$ cat src/rtl/lnsb_regs.svh
// register offsets, field positions, reset values and limits of the lin setup block
// Behaviour
// (RL1) mode config bit 6 picks bus master or bus slave operation
// (RL2) mode config bit 5 picks manual timing or automatic bit-rate detection
// (RL3) software uses manual timing as master; auto only as slave
// (RL4) only mode config is direct; others go through index and window
// (RL5) window access hits the internal register named by the index
// (RL6) manual rate is clock / (2^(pre+1) * divider * (mult+1))
// (RL7) software keeps prescaler 0..3, multiplier 0..31, divider 200..511
// (RL8) system keeps the core clock at or above 8 MHz
// (RL9) classic and enhanced checksums are computed and checked in hardware
// (RL10) frame length register bit 7 set selects enhanced checksum
// (RL11) mode config bit 7 enables the controller, bit 6 makes master
// (RL12) scale holds prescaler 7:6, multiplier 5:1, divider bit 8 in 0
// (RL13) writing control with both flag-reset bits clears errors and interrupt
// (RL14) status is reported for interrupt service or for polling
// (RL15) cascaded reloading counters give one tick per programmed bit time
`ifndef LNSB_REGS_SVH
`define LNSB_REGS_SVH

// ------------------------------------------------------------
// indirect register indices
// ------------------------------------------------------------
`define LNSB_IDX_FRAME_CONTROL  8'h08
`define LNSB_IDX_FRAME_LENGTH   8'h0b
`define LNSB_IDX_DIVIDER_LOW    8'h0c
`define LNSB_IDX_SCALE          8'h0d

// ------------------------------------------------------------
// field positions
// ------------------------------------------------------------
`define LNSB_CFG_ENABLE_BIT     7
`define LNSB_CFG_MASTER_BIT     6
`define LNSB_CFG_AUTO_BIT       5
`define LNSB_CTRL_RSTINT_BIT    3
`define LNSB_CTRL_RSTERR_BIT    2
`define LNSB_SIZE_ENH_BIT       7
`define LNSB_SCALE_PRE_HI       7
`define LNSB_SCALE_PRE_LO       6
`define LNSB_SCALE_MUL_HI       5
`define LNSB_SCALE_MUL_LO       1
`define LNSB_SCALE_DIV8_BIT     0

// ------------------------------------------------------------
// reset values, masks, good checksum value and core clock limit
// ------------------------------------------------------------
`define LNSB_RST_BYTE           8'h00
`define LNSB_CFG_MASK           8'he0
`define LNSB_CTRL_STORE_MASK    8'hf3
`define LNSB_CKS_GOOD           8'hff
`define LNSB_MIN_CORE_CLK_HZ    8000000

`endif

$ cat src/rtl/lnsb_pkg.sv
// types shared by the lin setup and bit-rate block
package lnsb_pkg;

  // which core-visible register a core access targets
  typedef enum logic [1:0] {
    LNSB_SEL_MODE,
    LNSB_SEL_INDEX,
    LNSB_SEL_WINDOW,
    LNSB_SEL_NONE
  } lnsb_sel_t;

  // checksum accumulator state
  typedef enum logic {
    LNSB_CKS_IDLE,
    LNSB_CKS_RUN
  } lnsb_cks_state_t;

endpackage

$ cat src/rtl/lnsb_top.sv
// lin node setup registers, indirect access, checksum unit and bit-rate generator
`timescale 1ns/1ps
`include "lnsb_regs.svh"

module lnsb_top (
  input  wire logic              clock_in,
  input  wire logic              arst_n_in,
  // core register port
  input  wire lnsb_pkg::lnsb_sel_t cpu_sel_in,
  input  wire logic              cpu_wr_in,
  input  wire logic              cpu_rd_in,
  input  wire logic [7:0]        cpu_wdata_in,
  output logic      [7:0]        cpu_rdata_out,
  // events from the frame engine
  input  wire logic              frame_irq_event_in,
  input  wire logic              frame_err_event_in,
  // checksum byte stream
  input  wire logic              cks_clear_in,
  input  wire logic [7:0]        cks_id_in,
  input  wire logic              cks_byte_valid_in,
  input  wire logic              cks_check_in,
  input  wire logic [7:0]        cks_byte_in,
  output logic      [7:0]        cks_value_out,
  output logic                   cks_err_out,
  // configuration and status toward the frame engine
  output logic                   lin_enable_out,
  output logic                   master_mode_out,
  output logic                   auto_bit_rate_select_out,
  output logic                   enhanced_cksum_out,
  output logic      [7:0]        frame_ctrl_out,
  output logic      [3:0]        frame_length_out,
  output logic                   irq_out,
  output logic                   err_pending_out,
  output logic                   bit_tick_out
);
  import lnsb_pkg::*;

  // ------------------------------------------------------------
  // reset release
  // ------------------------------------------------------------
  logic rst_meta_ff;
  logic rst_n_ff;

  always_ff @(posedge clock_in or negedge arst_n_in) begin
    if (!arst_n_in) begin
      rst_meta_ff <= 1'b0;
      rst_n_ff    <= 1'b0;
    end else begin
      rst_meta_ff <= 1'b1;
      rst_n_ff    <= rst_meta_ff;
    end
  end

  // ------------------------------------------------------------
  // register storage
  // ------------------------------------------------------------
  logic [7:0]      mode_cfg_ff;
  logic [7:0]      index_ff;
  logic [7:0]      ctrl_ff;
  logic [7:0]      size_ff;
  logic [7:0]      div_low_ff;
  logic [7:0]      scale_ff;
  logic            irq_pend_ff;
  logic            err_pend_ff;
  logic [7:0]      cks_sum_ff;
  logic            cks_fail;
  logic            win_wr;
  logic            ctrl_wr;
  logic            timing_wr;
  logic            auto_mode;
  logic [4:0]      eff_mult;
  lnsb_cks_state_t cks_state_ff;

  // true when the held index names the given internal register
  function automatic logic idx_is(input logic [7:0] idx, input logic [7:0] reg_idx);
    idx_is = (idx == reg_idx);
  endfunction

  // read value of the internal register currently indexed
  function automatic logic [7:0] window_value(input logic [7:0] idx);
    logic [7:0] v;
    v = 8'h00;
    if (idx_is(idx, `LNSB_IDX_FRAME_CONTROL)) begin
      v = ctrl_ff;
      v[`LNSB_CTRL_RSTINT_BIT] = irq_pend_ff;
      v[`LNSB_CTRL_RSTERR_BIT] = err_pend_ff;
    end else if (idx_is(idx, `LNSB_IDX_FRAME_LENGTH)) begin
      v = size_ff;
    end else if (idx_is(idx, `LNSB_IDX_DIVIDER_LOW)) begin
      v = div_low_ff;
    end else if (idx_is(idx, `LNSB_IDX_SCALE)) begin
      v = scale_ff;
    end
    window_value = v;
  endfunction

  assign win_wr    = cpu_wr_in && (cpu_sel_in == LNSB_SEL_WINDOW); // [RL4]
  assign ctrl_wr   = win_wr && idx_is(index_ff, `LNSB_IDX_FRAME_CONTROL); // [RL5]
  assign timing_wr = win_wr && (idx_is(index_ff, `LNSB_IDX_DIVIDER_LOW)
                                || idx_is(index_ff, `LNSB_IDX_SCALE));

  // ------------------------------------------------------------
  // direct registers
  // ------------------------------------------------------------
  always_ff @(posedge clock_in or negedge rst_n_ff) begin
    if (!rst_n_ff) begin
      mode_cfg_ff <= `LNSB_RST_BYTE;
    end else if (cpu_wr_in && (cpu_sel_in == LNSB_SEL_MODE)) begin
      mode_cfg_ff <= cpu_wdata_in & `LNSB_CFG_MASK; // [RL1] [RL2] [RL11]
    end
  end

  always_ff @(posedge clock_in or negedge rst_n_ff) begin
    if (!rst_n_ff) begin
      index_ff <= `LNSB_RST_BYTE;
    end else if (cpu_wr_in && (cpu_sel_in == LNSB_SEL_INDEX)) begin
      index_ff <= cpu_wdata_in; // [RL4]
    end
  end

  // ------------------------------------------------------------
  // indirect registers
  // ------------------------------------------------------------
  always_ff @(posedge clock_in or negedge rst_n_ff) begin
    if (!rst_n_ff) begin
      ctrl_ff <= `LNSB_RST_BYTE;
    end else if (ctrl_wr) begin
      // flag-reset bits act and are not stored
      ctrl_ff <= cpu_wdata_in & `LNSB_CTRL_STORE_MASK; // [RL5]
    end
  end

  always_ff @(posedge clock_in or negedge rst_n_ff) begin
    if (!rst_n_ff) begin
      size_ff <= `LNSB_RST_BYTE;
    end else if (win_wr && idx_is(index_ff, `LNSB_IDX_FRAME_LENGTH)) begin
      size_ff <= cpu_wdata_in; // [RL5] [RL10]
    end
  end

  always_ff @(posedge clock_in or negedge rst_n_ff) begin
    if (!rst_n_ff) begin
      div_low_ff <= `LNSB_RST_BYTE;
      scale_ff   <= `LNSB_RST_BYTE;
    end else if (win_wr) begin
      if (idx_is(index_ff, `LNSB_IDX_DIVIDER_LOW)) begin
        div_low_ff <= cpu_wdata_in; // [RL12]
      end
      if (idx_is(index_ff, `LNSB_IDX_SCALE)) begin
        scale_ff <= cpu_wdata_in; // [RL12]
      end
    end
  end

  // ------------------------------------------------------------
  // core read data
  // ------------------------------------------------------------
  always_ff @(posedge clock_in or negedge rst_n_ff) begin
    if (!rst_n_ff) begin
      cpu_rdata_out <= 8'h00;
    end else if (cpu_rd_in) begin
      case (cpu_sel_in)
        LNSB_SEL_MODE:   cpu_rdata_out <= mode_cfg_ff;
        LNSB_SEL_INDEX:  cpu_rdata_out <= index_ff;
        LNSB_SEL_WINDOW: cpu_rdata_out <= window_value(index_ff); // [RL5] [RL14]
        default:         cpu_rdata_out <= 8'h00;
      endcase
    end
  end

  // ------------------------------------------------------------
  // pending flags
  // ------------------------------------------------------------
  // a new event in the clearing cycle wins so nothing is lost
  always_ff @(posedge clock_in or negedge rst_n_ff) begin
    if (!rst_n_ff) begin
      err_pend_ff <= 1'b0;
    end else if (frame_err_event_in || cks_fail) begin
      err_pend_ff <= 1'b1; // [RL14]
    end else if (ctrl_wr && cpu_wdata_in[`LNSB_CTRL_RSTERR_BIT]) begin
      err_pend_ff <= 1'b0; // [RL13]
    end
  end

  always_ff @(posedge clock_in or negedge rst_n_ff) begin
    if (!rst_n_ff) begin
      irq_pend_ff <= 1'b0;
    end else if (frame_irq_event_in || frame_err_event_in || cks_fail) begin
      irq_pend_ff <= 1'b1; // [RL14]
    end else if (ctrl_wr && cpu_wdata_in[`LNSB_CTRL_RSTINT_BIT]) begin
      irq_pend_ff <= 1'b0; // [RL13]
    end
  end

  // ------------------------------------------------------------
  // checksum unit
  // ------------------------------------------------------------
  logic [8:0] add_raw;
  logic [7:0] add_fold;

  // carry-wrapping byte sum, the lin checksum is its inverse
  assign add_raw  = {1'b0, cks_sum_ff} + {1'b0, cks_byte_in};
  assign add_fold = add_raw[7:0] + {7'h00, add_raw[8]}; // [RL9]
  assign cks_fail = (cks_state_ff == LNSB_CKS_RUN) && cks_check_in
                    && (add_fold != `LNSB_CKS_GOOD); // [RL9]

  always_ff @(posedge clock_in or negedge rst_n_ff) begin
    if (!rst_n_ff) begin
      cks_state_ff <= LNSB_CKS_IDLE;
      cks_sum_ff   <= 8'h00;
    end else if (cks_clear_in) begin
      cks_state_ff <= LNSB_CKS_RUN;
      // enhanced sums begin with the protected identifier
      cks_sum_ff   <= size_ff[`LNSB_SIZE_ENH_BIT] ? cks_id_in : 8'h00; // [RL10] [RL9]
    end else begin
      case (cks_state_ff)
        LNSB_CKS_IDLE: cks_sum_ff <= cks_sum_ff;
        LNSB_CKS_RUN: begin
          if (cks_check_in) begin
            cks_state_ff <= LNSB_CKS_IDLE;
          end else if (cks_byte_valid_in) begin
            cks_sum_ff <= add_fold; // [RL9]
          end
        end
        default: cks_state_ff <= LNSB_CKS_IDLE;
      endcase
    end
  end

  always_ff @(posedge clock_in or negedge rst_n_ff) begin
    if (!rst_n_ff) begin
      cks_err_out <= 1'b0;
    end else if (cks_clear_in) begin
      cks_err_out <= 1'b0;
    end else if (cks_fail) begin
      cks_err_out <= 1'b1;
    end
  end

  // ------------------------------------------------------------
  // bit-rate generator
  // ------------------------------------------------------------
  assign auto_mode = mode_cfg_ff[`LNSB_CFG_AUTO_BIT];
  // in automatic mode only prescaler and divider set the rate
  assign eff_mult  = auto_mode ? 5'h00
                     : scale_ff[`LNSB_SCALE_MUL_HI:`LNSB_SCALE_MUL_LO]; // [RL2]

  // counters restart on any timing write so a new rate starts clean
  lnsb_baud_gen #(
    .PRE_W (2),
    .DIV_W (9),
    .MUL_W (5)
  ) u_baud (
    .clock_in      (clock_in),
    .rst_n_in      (rst_n_ff),
    .enable_in     (mode_cfg_ff[`LNSB_CFG_ENABLE_BIT]),
    .restart_in    (timing_wr),
    .prescaler_in  (scale_ff[`LNSB_SCALE_PRE_HI:`LNSB_SCALE_PRE_LO]),
    .divider_in    ({scale_ff[`LNSB_SCALE_DIV8_BIT], div_low_ff}),
    .multiplier_in (eff_mult),
    .tick_out      (bit_tick_out)
  ); // [RL6] [RL12] [RL11]

  // ------------------------------------------------------------
  // configuration and status outputs
  // ------------------------------------------------------------
  always_ff @(posedge clock_in or negedge rst_n_ff) begin
    if (!rst_n_ff) begin
      lin_enable_out           <= 1'b0;
      master_mode_out          <= 1'b0;
      auto_bit_rate_select_out <= 1'b0;
      enhanced_cksum_out       <= 1'b0;
      frame_ctrl_out           <= 8'h00;
      frame_length_out         <= 4'h0;
      irq_out                  <= 1'b0;
      err_pending_out          <= 1'b0;
      cks_value_out            <= 8'hff;
    end else begin
      lin_enable_out           <= mode_cfg_ff[`LNSB_CFG_ENABLE_BIT]; // [RL11]
      master_mode_out          <= mode_cfg_ff[`LNSB_CFG_MASTER_BIT]; // [RL1]
      auto_bit_rate_select_out <= auto_mode; // [RL2]
      enhanced_cksum_out       <= size_ff[`LNSB_SIZE_ENH_BIT]; // [RL10]
      frame_ctrl_out           <= ctrl_ff;
      frame_length_out         <= size_ff[3:0];
      irq_out                  <= irq_pend_ff; // [RL14]
      err_pending_out          <= err_pend_ff; // [RL14]
      cks_value_out            <= ~cks_sum_ff; // [RL9]
    end
  end

endmodule

$ cat src/rtl/lnsb_baud_gen.sv
// cascaded prescaler, divider and multiplier counters giving one bit-time tick
`timescale 1ns/1ps
`include "lnsb_regs.svh"

module lnsb_baud_gen #(
  parameter int PRE_W = 2,
  parameter int DIV_W = 9,
  parameter int MUL_W = 5
) (
  input  wire logic             clock_in,
  input  wire logic             rst_n_in,
  input  wire logic             enable_in,
  input  wire logic             restart_in,
  input  wire logic [PRE_W-1:0] prescaler_in,
  input  wire logic [DIV_W-1:0] divider_in,
  input  wire logic [MUL_W-1:0] multiplier_in,
  output logic                  tick_out
);

  logic [3:0]       pre_cnt_ff;
  logic [DIV_W-1:0] div_cnt_ff;
  logic [MUL_W-1:0] mul_cnt_ff;
  logic [3:0]       pre_last;
  logic [DIV_W-1:0] div_last;
  logic             pre_wrap;
  logic             div_wrap;

  // 2^(pre+1) core clocks per prescale step
  assign pre_last = 4'hf >> (2'h3 - prescaler_in);
  // a divider of zero wraps to the full count rather than stalling
  assign div_last = divider_in - {{(DIV_W-1){1'b0}}, 1'b1};
  assign pre_wrap = (pre_cnt_ff == pre_last);
  assign div_wrap = pre_wrap && (div_cnt_ff == div_last);

  // ------------------------------------------------------------
  // counter cascade
  // ------------------------------------------------------------
  always_ff @(posedge clock_in or negedge rst_n_in) begin
    if (!rst_n_in) begin
      pre_cnt_ff <= 4'h0;
      div_cnt_ff <= '0;
      mul_cnt_ff <= '0;
    end else if (!enable_in || restart_in) begin
      pre_cnt_ff <= 4'h0;
      div_cnt_ff <= '0;
      mul_cnt_ff <= '0;
    end else begin
      pre_cnt_ff <= pre_wrap ? 4'h0 : pre_cnt_ff + 4'h1; // [RL15] [RL6]
      if (pre_wrap) begin
        div_cnt_ff <= div_wrap ? '0 : div_cnt_ff + {{(DIV_W-1){1'b0}}, 1'b1}; // [RL15]
      end
      if (div_wrap) begin
        mul_cnt_ff <= (mul_cnt_ff == multiplier_in) ? '0
                      : mul_cnt_ff + {{(MUL_W-1){1'b0}}, 1'b1}; // [RL15]
      end
    end
  end

  always_ff @(posedge clock_in or negedge rst_n_in) begin
    if (!rst_n_in) begin
      tick_out <= 1'b0;
    end else begin
      tick_out <= enable_in && !restart_in && div_wrap && (mul_cnt_ff == multiplier_in); // [RL6]
    end
  end

endmodule

$ cat config.mk
export PLATFORM = sky130hd
export DESIGN_NAME = lnsb_top
export DESIGN_NICKNAME = d
export VERILOG_FILES = /design/src/rtl/lnsb_pkg.sv /design/src/rtl/lnsb_top.sv /design/src/rtl/lnsb_baud_gen.sv
export VERILOG_INCLUDE_DIRS = /design/src /design/src/rtl
export SDC_FILE = /design/constraint.sdc
export NUM_CORES = 1
export LEC_CHECK = 0
export ABC_AREA = 1
export ABC_CLOCK_PERIOD_IN_PS = 6450
export BUFFER_PORTS_ARGS = -buffer_cell sky130_fd_sc_hd__buf_2
export CORE_MARGIN = 2
export CORE_UTILIZATION = 55
export CTS_CLUSTER_SIZE = 16
export DETAILED_ROUTE_END_ITERATION = 8
export PLACE_DENSITY = 0.87
export SLEW_MARGIN = 20
export SYNTH_ARGS = -nofsm -noshare
export SYNTH_HDL_FRONTEND = slang
export SYNTH_SLANG_ARGS = --single-unit
$ cat constraint.sdc
create_clock -name clock_in -period 6.45 [get_ports clock_in]
set_clock_uncertainty 0.2 [all_clocks]
set_input_delay 0.645 -clock clock_in [delete_from_list [all_inputs] [get_ports clock_in]]
set_output_delay 0.645 -clock clock_in [all_outputs]
set_load 0.02 [all_outputs]
## Yosys cells after proc, flatten, opt, wreduce, memory -nomap -nowiden

Cells that the tools add are included.

- Register bits after elaboration: 106
- Bits in latches: 0
- Bits in writable memories: 0
- Bits in read-only memories: 0
- Output and inout bits: 36
- Word-level logic and storage cells: 108
- Memories: 0

- Add/sub/neg operators: 7
- Multiply operators: 0
- Divide/modulo/power cells: 0
- $lt $le $gt $ge: 0
- Equality and inequality tests: 13
- Shifts and indexed selects: 1
- Multiplexer cells: 28
- Bitwise logic cells: 2
- Reduce and logical (&&, ||, !) cells: 30

Operators with widths:

| cell | number |
|---|---|
| 8-bit two-way mux | 9 |
| 8-bit by 4-bit equality test with 1-bit output, second input constant | 4 |
| 9-bit two-way mux | 3 |
| 8-bit case mux with 3 select lines | 1 |
| 5-bit two-way mux | 4 |
| 1-bit logical AND | 14 |
| 2-bit nonzero test | 5 |
| 8-bit by 8-bit adder with 9-bit output | 1 |
| 9-bit by 1-bit adder with 9-bit output, second input constant | 1 |
| 9-bit equality test | 1 |
| 1-bit two-way mux | 9 |
| 9-bit by 1-bit subtractor with 9-bit output, second input constant | 1 |
| 8-bit by 1-bit adder with 8-bit output | 1 |
| 4-bit two-way mux | 2 |
| 8-bit != test, second input constant | 1 |
| 8-bit NOT | 1 |
| 3-bit != test, second input constant | 2 |
| 5-bit by 1-bit adder with 5-bit output, second input constant | 1 |
| 5-bit equality test | 1 |
| 1-bit logical OR | 5 |
| 4-bit by 1-bit adder with 4-bit output, second input constant | 1 |
| 4-bit equality test | 1 |
| 2-bit AND reduction | 2 |
| 4-bit by 2-bit right shift with 4-bit output, first input constant | 1 |
| other kinds (8) | 9 |

## Logic depth before layout (Yosys ltp)

- Word-level depth: 7
- Mapped depth: 21
- Depth with buffers taken out: 20

## Cells and area by module

Synthesis repeated with hierarchy kept, for this count alone.

- Cell total of the unflattened synthesis: 700
- Area total of the unflattened synthesis: 5667.9 um2

Modules (own cells, without submodules):

| module | times used | cells an instance | area an instance (um2) | sequential area each (um2) |
|---|---|---|---|---|
| lnsb_top | 1 | 486 | 4151.5 | 2187.1 |
| lnsb_baud_gen | 1 | 214 | 1516.5 | 475.5 |

## Least setup slack after synthesis

Ideal clock, no wire load.

- Path type: in2reg
- Start: in cks_byte_in[0]
- End: reg err_pend_ff
- Arrival: 2.766 ns
- Data required time: 6.124 ns
- Slack: 3.358 ns
- Cell stages on the path: 18
- Path buffers: 0
- Cell sequence: ha_1 fa_1 nand2_1 nand3_1 a21oi_1 o21bai_1 ha_1 ha_1 nand3_1 inv_1 nand3_1 nand2_1 nor2_1 nand2_1 nor2_1 nand2_1 nand2_1 nand3_1

- Cells in the longest elaborated chain, start to end: 6
- Elaborated cells between the ends (all ways): 7
- Classes of those cells: 2 x add/sub; 1 x eq/ne; 1 x mux; 3 x reduce/logical

Ends and longest elaborated chain:

| item | RTL line | RTL |
|---|---|---|
| start: declaration | lnsb_top.sv:22 | `input wire logic [7:0] cks_byte_in,` |
| 8-bit by 8-bit adder with 9-bit output (*) | lnsb_top.sv:202 | `assign add_raw = {1'b0, cks_sum_ff} + {1'b0, cks_byte_in};` |
| 8-bit by 1-bit adder with 8-bit output (*) | lnsb_top.sv:203 | `assign add_fold = add_raw[7:0] + {7'h00, add_raw[8]};` |
| 8-bit != test (no source line) (*) | n/a |  |
| 1-bit logical AND (*) | lnsb_top.sv:204 | `assign cks_fail = (cks_state_ff == LNSB_CKS_RUN) && cks_check_in` |
| 1-bit logical OR (*) | lnsb_top.sv:178 | `end else if (frame_err_event_in \|\| cks_fail) begin` |
| 1-bit two-way mux / 2-bit nonzero test (equally long branches) | n/a |  |
| end signal: assignment | lnsb_top.sv:177 | `err_pend_ff <= 1'b0;` |
| end signal: assignment | lnsb_top.sv:179 | `err_pend_ff <= 1'b1;` |
| end signal: assignment | lnsb_top.sv:181 | `err_pend_ff <= 1'b0;` |
| end: declaration | lnsb_top.sv:64 | `logic err_pend_ff;` |

Every way passes the cells marked *; elsewhere a longest branch is shown, timed or not.
A chain may end at the register's enable or synchronous reset.

## Worst setup path after layout

- Start: reg cks_sum_ff[0]
- End: reg err_pend_ff

- Cells in the longest elaborated chain, start to end: 6
- Elaborated cells between the ends (all ways): 7
- Classes of those cells: 2 x add/sub; 1 x eq/ne; 1 x mux; 3 x reduce/logical

Ends and longest elaborated chain:

| item | RTL line | RTL |
|---|---|---|
| start: declaration | lnsb_top.sv:65 | `logic [7:0] cks_sum_ff;` |
| start signal: assignment | lnsb_top.sv:214 | `` cks_sum_ff <= size_ff[`LNSB_SIZE_ENH_BIT] ? cks_id_in : 8'h00; `` |
| start signal: assignment | lnsb_top.sv:217 | `LNSB_CKS_IDLE: cks_sum_ff <= cks_sum_ff;` |
| start signal: assignment | lnsb_top.sv:222 | `cks_sum_ff <= add_fold;` |
| 8-bit by 8-bit adder with 9-bit output (*) | lnsb_top.sv:202 |  |
| 8-bit by 1-bit adder with 8-bit output (*) | lnsb_top.sv:203 |  |
| 8-bit != test (no source line) (*) | n/a |  |
| 1-bit logical AND (*) | lnsb_top.sv:204 |  |
| 1-bit logical OR (*) | lnsb_top.sv:178 |  |
| 1-bit two-way mux / 2-bit nonzero test (equally long branches) | n/a |  |

Marks and branches as above.

==> impl_metrics.env <==
export IMPL_synth_top_area_cell="dfrtp_1"
export IMPL_reg2reg_from="cks_sum_ff[0]"
export IMPL_whs_ps=172
export IMPL_cts_max_level=3
export IMPL_ant_nets=0
export IMPL_yosys_area_top_type_share_pct=44.0
export IMPL_mappedNetlistArea_um2=5580
export IMPL_grt_pass1_vias=4719
export IMPL_vias=4879
export IMPL_core_region_area_um2=9820
export IMPL_hpwl_mm=9.95
export IMPL_grt_max_degree=54
export IMPL_gr_usage_all_layers_pct=24.6
export IMPL_seqPwrFrac_pct=46.8
export IMPL_floorplan_initialDensity_pct=56.8
export IMPL_die_h_um=105
export IMPL_min_period_over_period_pct=50.4
export IMPL_grt_pass1_wl_mm=21.7
export IMPL_diodes=0
export IMPL_num_io_pins=71
export IMPL_clkLatencyLatePin_ps=380
export IMPL_layout_common_cells="184 x nand2_1, 97 x dfrtp_1, 74 x inv_1, 68 x buf_2, 60 x nor2_1"
export IMPL_cts_buffers=9
export IMPL_maxCapViolations=0
export IMPL_p_leak_nw=3.13
export IMPL_reg2reg_to="err_pend_ff"
export IMPL_max_slew_worst_pin_slew_ps=649
export IMPL_setup_viol_count_final=0
export IMPL_utilization_pct=63.8
export IMPL_die_w_um=105
export IMPL_ir_worst_vdd_mv=0.176
export IMPL_syn_avg_cell_area_um2=8.13
export IMPL_overflow=0
export IMPL_critPathMaxStageDelay_ps=440
export IMPL_vias_per_cell=5.45
export IMPL_final_common_cell="nand2_1"
export IMPL_combinationalPowerShare_pct=28.7
export IMPL_synth_edff_count=0
export IMPL_firstDrtPassIters=6
export IMPL_postSynthCellCount=686
export IMPL_rows=36
export IMPL_drive_gt1_share_pct=16.9
export IMPL_cts_resized=0
export IMPL_routed_wl_mm=13.1
export IMPL_swShare_pct=35.9
export IMPL_cts_buffer_depth=2
export IMPL_ys_seq_area_share_pct=47.7
export IMPL_syn_to_final_growth_pct=12.3
export IMPL_synth_seq_cells=106
export IMPL_finalSetupTns_ps=0
export IMPL_r2r_cells=18
export IMPL_synthFlopType="dfrtp_1"
export IMPL_intPower_mw=1.12
export IMPL_hold_violations=0
export IMPL_clkTransAtPathRegs_ps=100
export IMPL_endpoint_kind="flip-flop"
export IMPL_dp_cells=878
export IMPL_instances_no_fill=895
export IMPL_post_cts_buffers=0
export IMPL_clkPwrFrac_pct=24.5
export IMPL_nNetsFinal=808
export IMPL_maxSlewViolCount=0
export IMPL_async_flop_share_pct=100
export IMPL_wl_per_cell_um=14.7
export IMPL_root_buffer="clkbuf_8"
export IMPL_drc=0
export IMPL_critical_path_class="flip-flop to flip-flop"
export IMPL_antenna_found_initial=0
export IMPL_finalPower_mw=1.75
export IMPL_max_freq_ghz=0.308
export IMPL_crit_top_cell="nand2_1"
export IMPL_yosys_top_cells_area="dfrtp_1 44%, nand2_1 12%, inv_1 5.0%, nand3_1 4.1%, nor2_1 4.0%"
export IMPL_status="complete, no violations"
export IMPL_cp_arrival_ps=3310
export IMPL_rsz0062_at_grt="false"
export IMPL_worstSetupStartpointType="flip-flop"
export IMPL_hold_class="flip-flop to async pin"
export IMPL_yosys_warnings=0
export IMPL_crit_chain="ha_1, fa_1, nand2_1, nand3_1, a21oi_1, o21bai_1, ha_1, ha_1, nand3_1, inv_1, nand3_1, nor2_1, nand2_1, nand2_1, nor2_1, nand2_1, nand2_1, nand3_1"
export IMPL_relSlewSlack_pct=56.7
export IMPL_clock_sinks=106
export IMPL_regToRegSetupSlack_ps=3200
export IMPL_die_area_um2=11000
export IMPL_power_density_nw_per_um2=279
export IMPL_critPathMaxFanout=4
export IMPL_synth_cell_types=46
export IMPL_place_congestion=0.952
export IMPL_drt_iter0_drc=271
export IMPL_power_switching_mw=0.627
export IMPL_required_ps=6510
export IMPL_period_minus_slack_ps=3250
export IMPL_slowest_stage="fa_1"
export IMPL_cts_tree="done"
export IMPL_portBuffers=68
==> worst max-delay path: cells and delay by family (launching register included) <==
| family | cells | cell delay [ps] |
|---|---|---|
| flip-flops | 1 | 420 |
| adder cells (fa/ha/maj) | 4 | 1120 |
| buffers and inverters | 1 | 80 |
| AND/OR/NAND/NOR | 11 | 1070 |
| AO/OA/AOI/OAI | 2 | 250 |
==> state kept, by name, summed over array words and instances, names as in the netlist, 3 cells and up <==
| register | cells |
|---|---|
| mode_cfg_ff | 3 |
| index_ff | 8 |
| cks_sum_ff | 8 |
| frame_length_out | 4 |
| div_low_ff | 8 |
| frame_ctrl_out | 6 |
| cpu_rdata_out | 8 |
| scale_ff | 8 |
| size_ff | 8 |
| cks_value_out | 8 |
| ctrl_ff | 6 |
| u_baud.mul_cnt_ff | 5 |
| u_baud.div_cnt_ff | 9 |
| u_baud.pre_cnt_ff | 4 |
==> kinds of logic (layout without fill, tap and decap cells) <==
family | Yosys count | after routing | share of synthesized area (%)
simple gates | 328 | 328 | 26.6
fa+ha+maj | 16 | 16 | 3.72
flops | 106 | 106 | 47.7
buf+inv | 101 | 176 | 7.15
other cells | 2 | 3 | 0.135
compound gates | 109 | 109 | 10.9
xor+xnor | 24 | 24 | 3.77
==> per-layer routing <==
| metal | track usage [%] | share of wire [%] | vias to the layer above |
|---|---|---|---|
| li1 | - | - | 2346 |
| met1 | 31.6 | 43 | 2312 |
| met2 | 41.0 | 49 | 181 |
| met3 | 6.11 | 5.8 | 40 |
| met4 | 8.10 | 2.5 | 0 |
| met5 | 0 | 0 | - |
==> metrics by stage <==
| stage | setup WS [ps] | cell area, µm² |
|---|---|---|
| 2_1_floorplan | 3090 | 5580 |
| 3_3_place_gp | 3110 | 6050 |
| 3_5_place_dp | 2920 | 6050 |
| 4_1_cts | 3230 | 6260 |
| 5_1_grt | 2970 | 6260 |
| 6_report | 3200 | 6260 |
==> power groups by stage <==
stage / logic, mW / registers, mW / clock network [mW]
after CTS: 0.496 / 0.817 / 0.433
after global routing: 0.560 / 0.828 / 0.457
final: 0.501 / 0.817 / 0.427
after detailed placement: 0.493 / 0.830 / 0
after floorplan: 0.320 / 0.861 / 0
after global placement: 0.473 / 0.826 / 0
==> area by class of cell <==
type	count	area (µm²)
inverter	89	342
clock inverter	4	57.6
multi-input combinational	480	2520
timing repair buffer	71	365
sequential	106	2670
tap	133	166
clock buffer	12	145
fill	869	3560
==> cells in the mapped netlist (all sizes together), types with 4 or more instances <==
master,count
a21oi,18
xnor2,9
xor2,15
a22oi,6
inv,88
o22ai,4
nor2,67
o21ai,68
nand4,9
nand3,50
o211ai,4
dfstp,8
ha,15
clkbuf,8
buf,4
nand2,191
dfrtp,98
nor3,5
==> worst max-delay path by stage <==
stage	cells after the start	endpoint	slack (ps)	from
final	18	err_pend_ff	3200	cks_sum_ff[0]
after global routing	18	err_pend_ff	2970	cks_sum_ff[0]
after CTS	18	err_pend_ff	3230	cks_sum_ff[0]
after detailed placement	19	err_pend_ff	2920	cks_byte_in[0]
after global placement	19	err_pend_ff	3110	cks_byte_in[0]
after floorplan	0	auto_bit_rate_select_out	3090	rst_n_ff
==> repair_timing <==
action,4_1_cts,5_1_grt
hold buffers,1,0
setup endpoints to repair,0,0
endpoints found under the hold margin,2,0
Power figures use the tool's default switching activity.
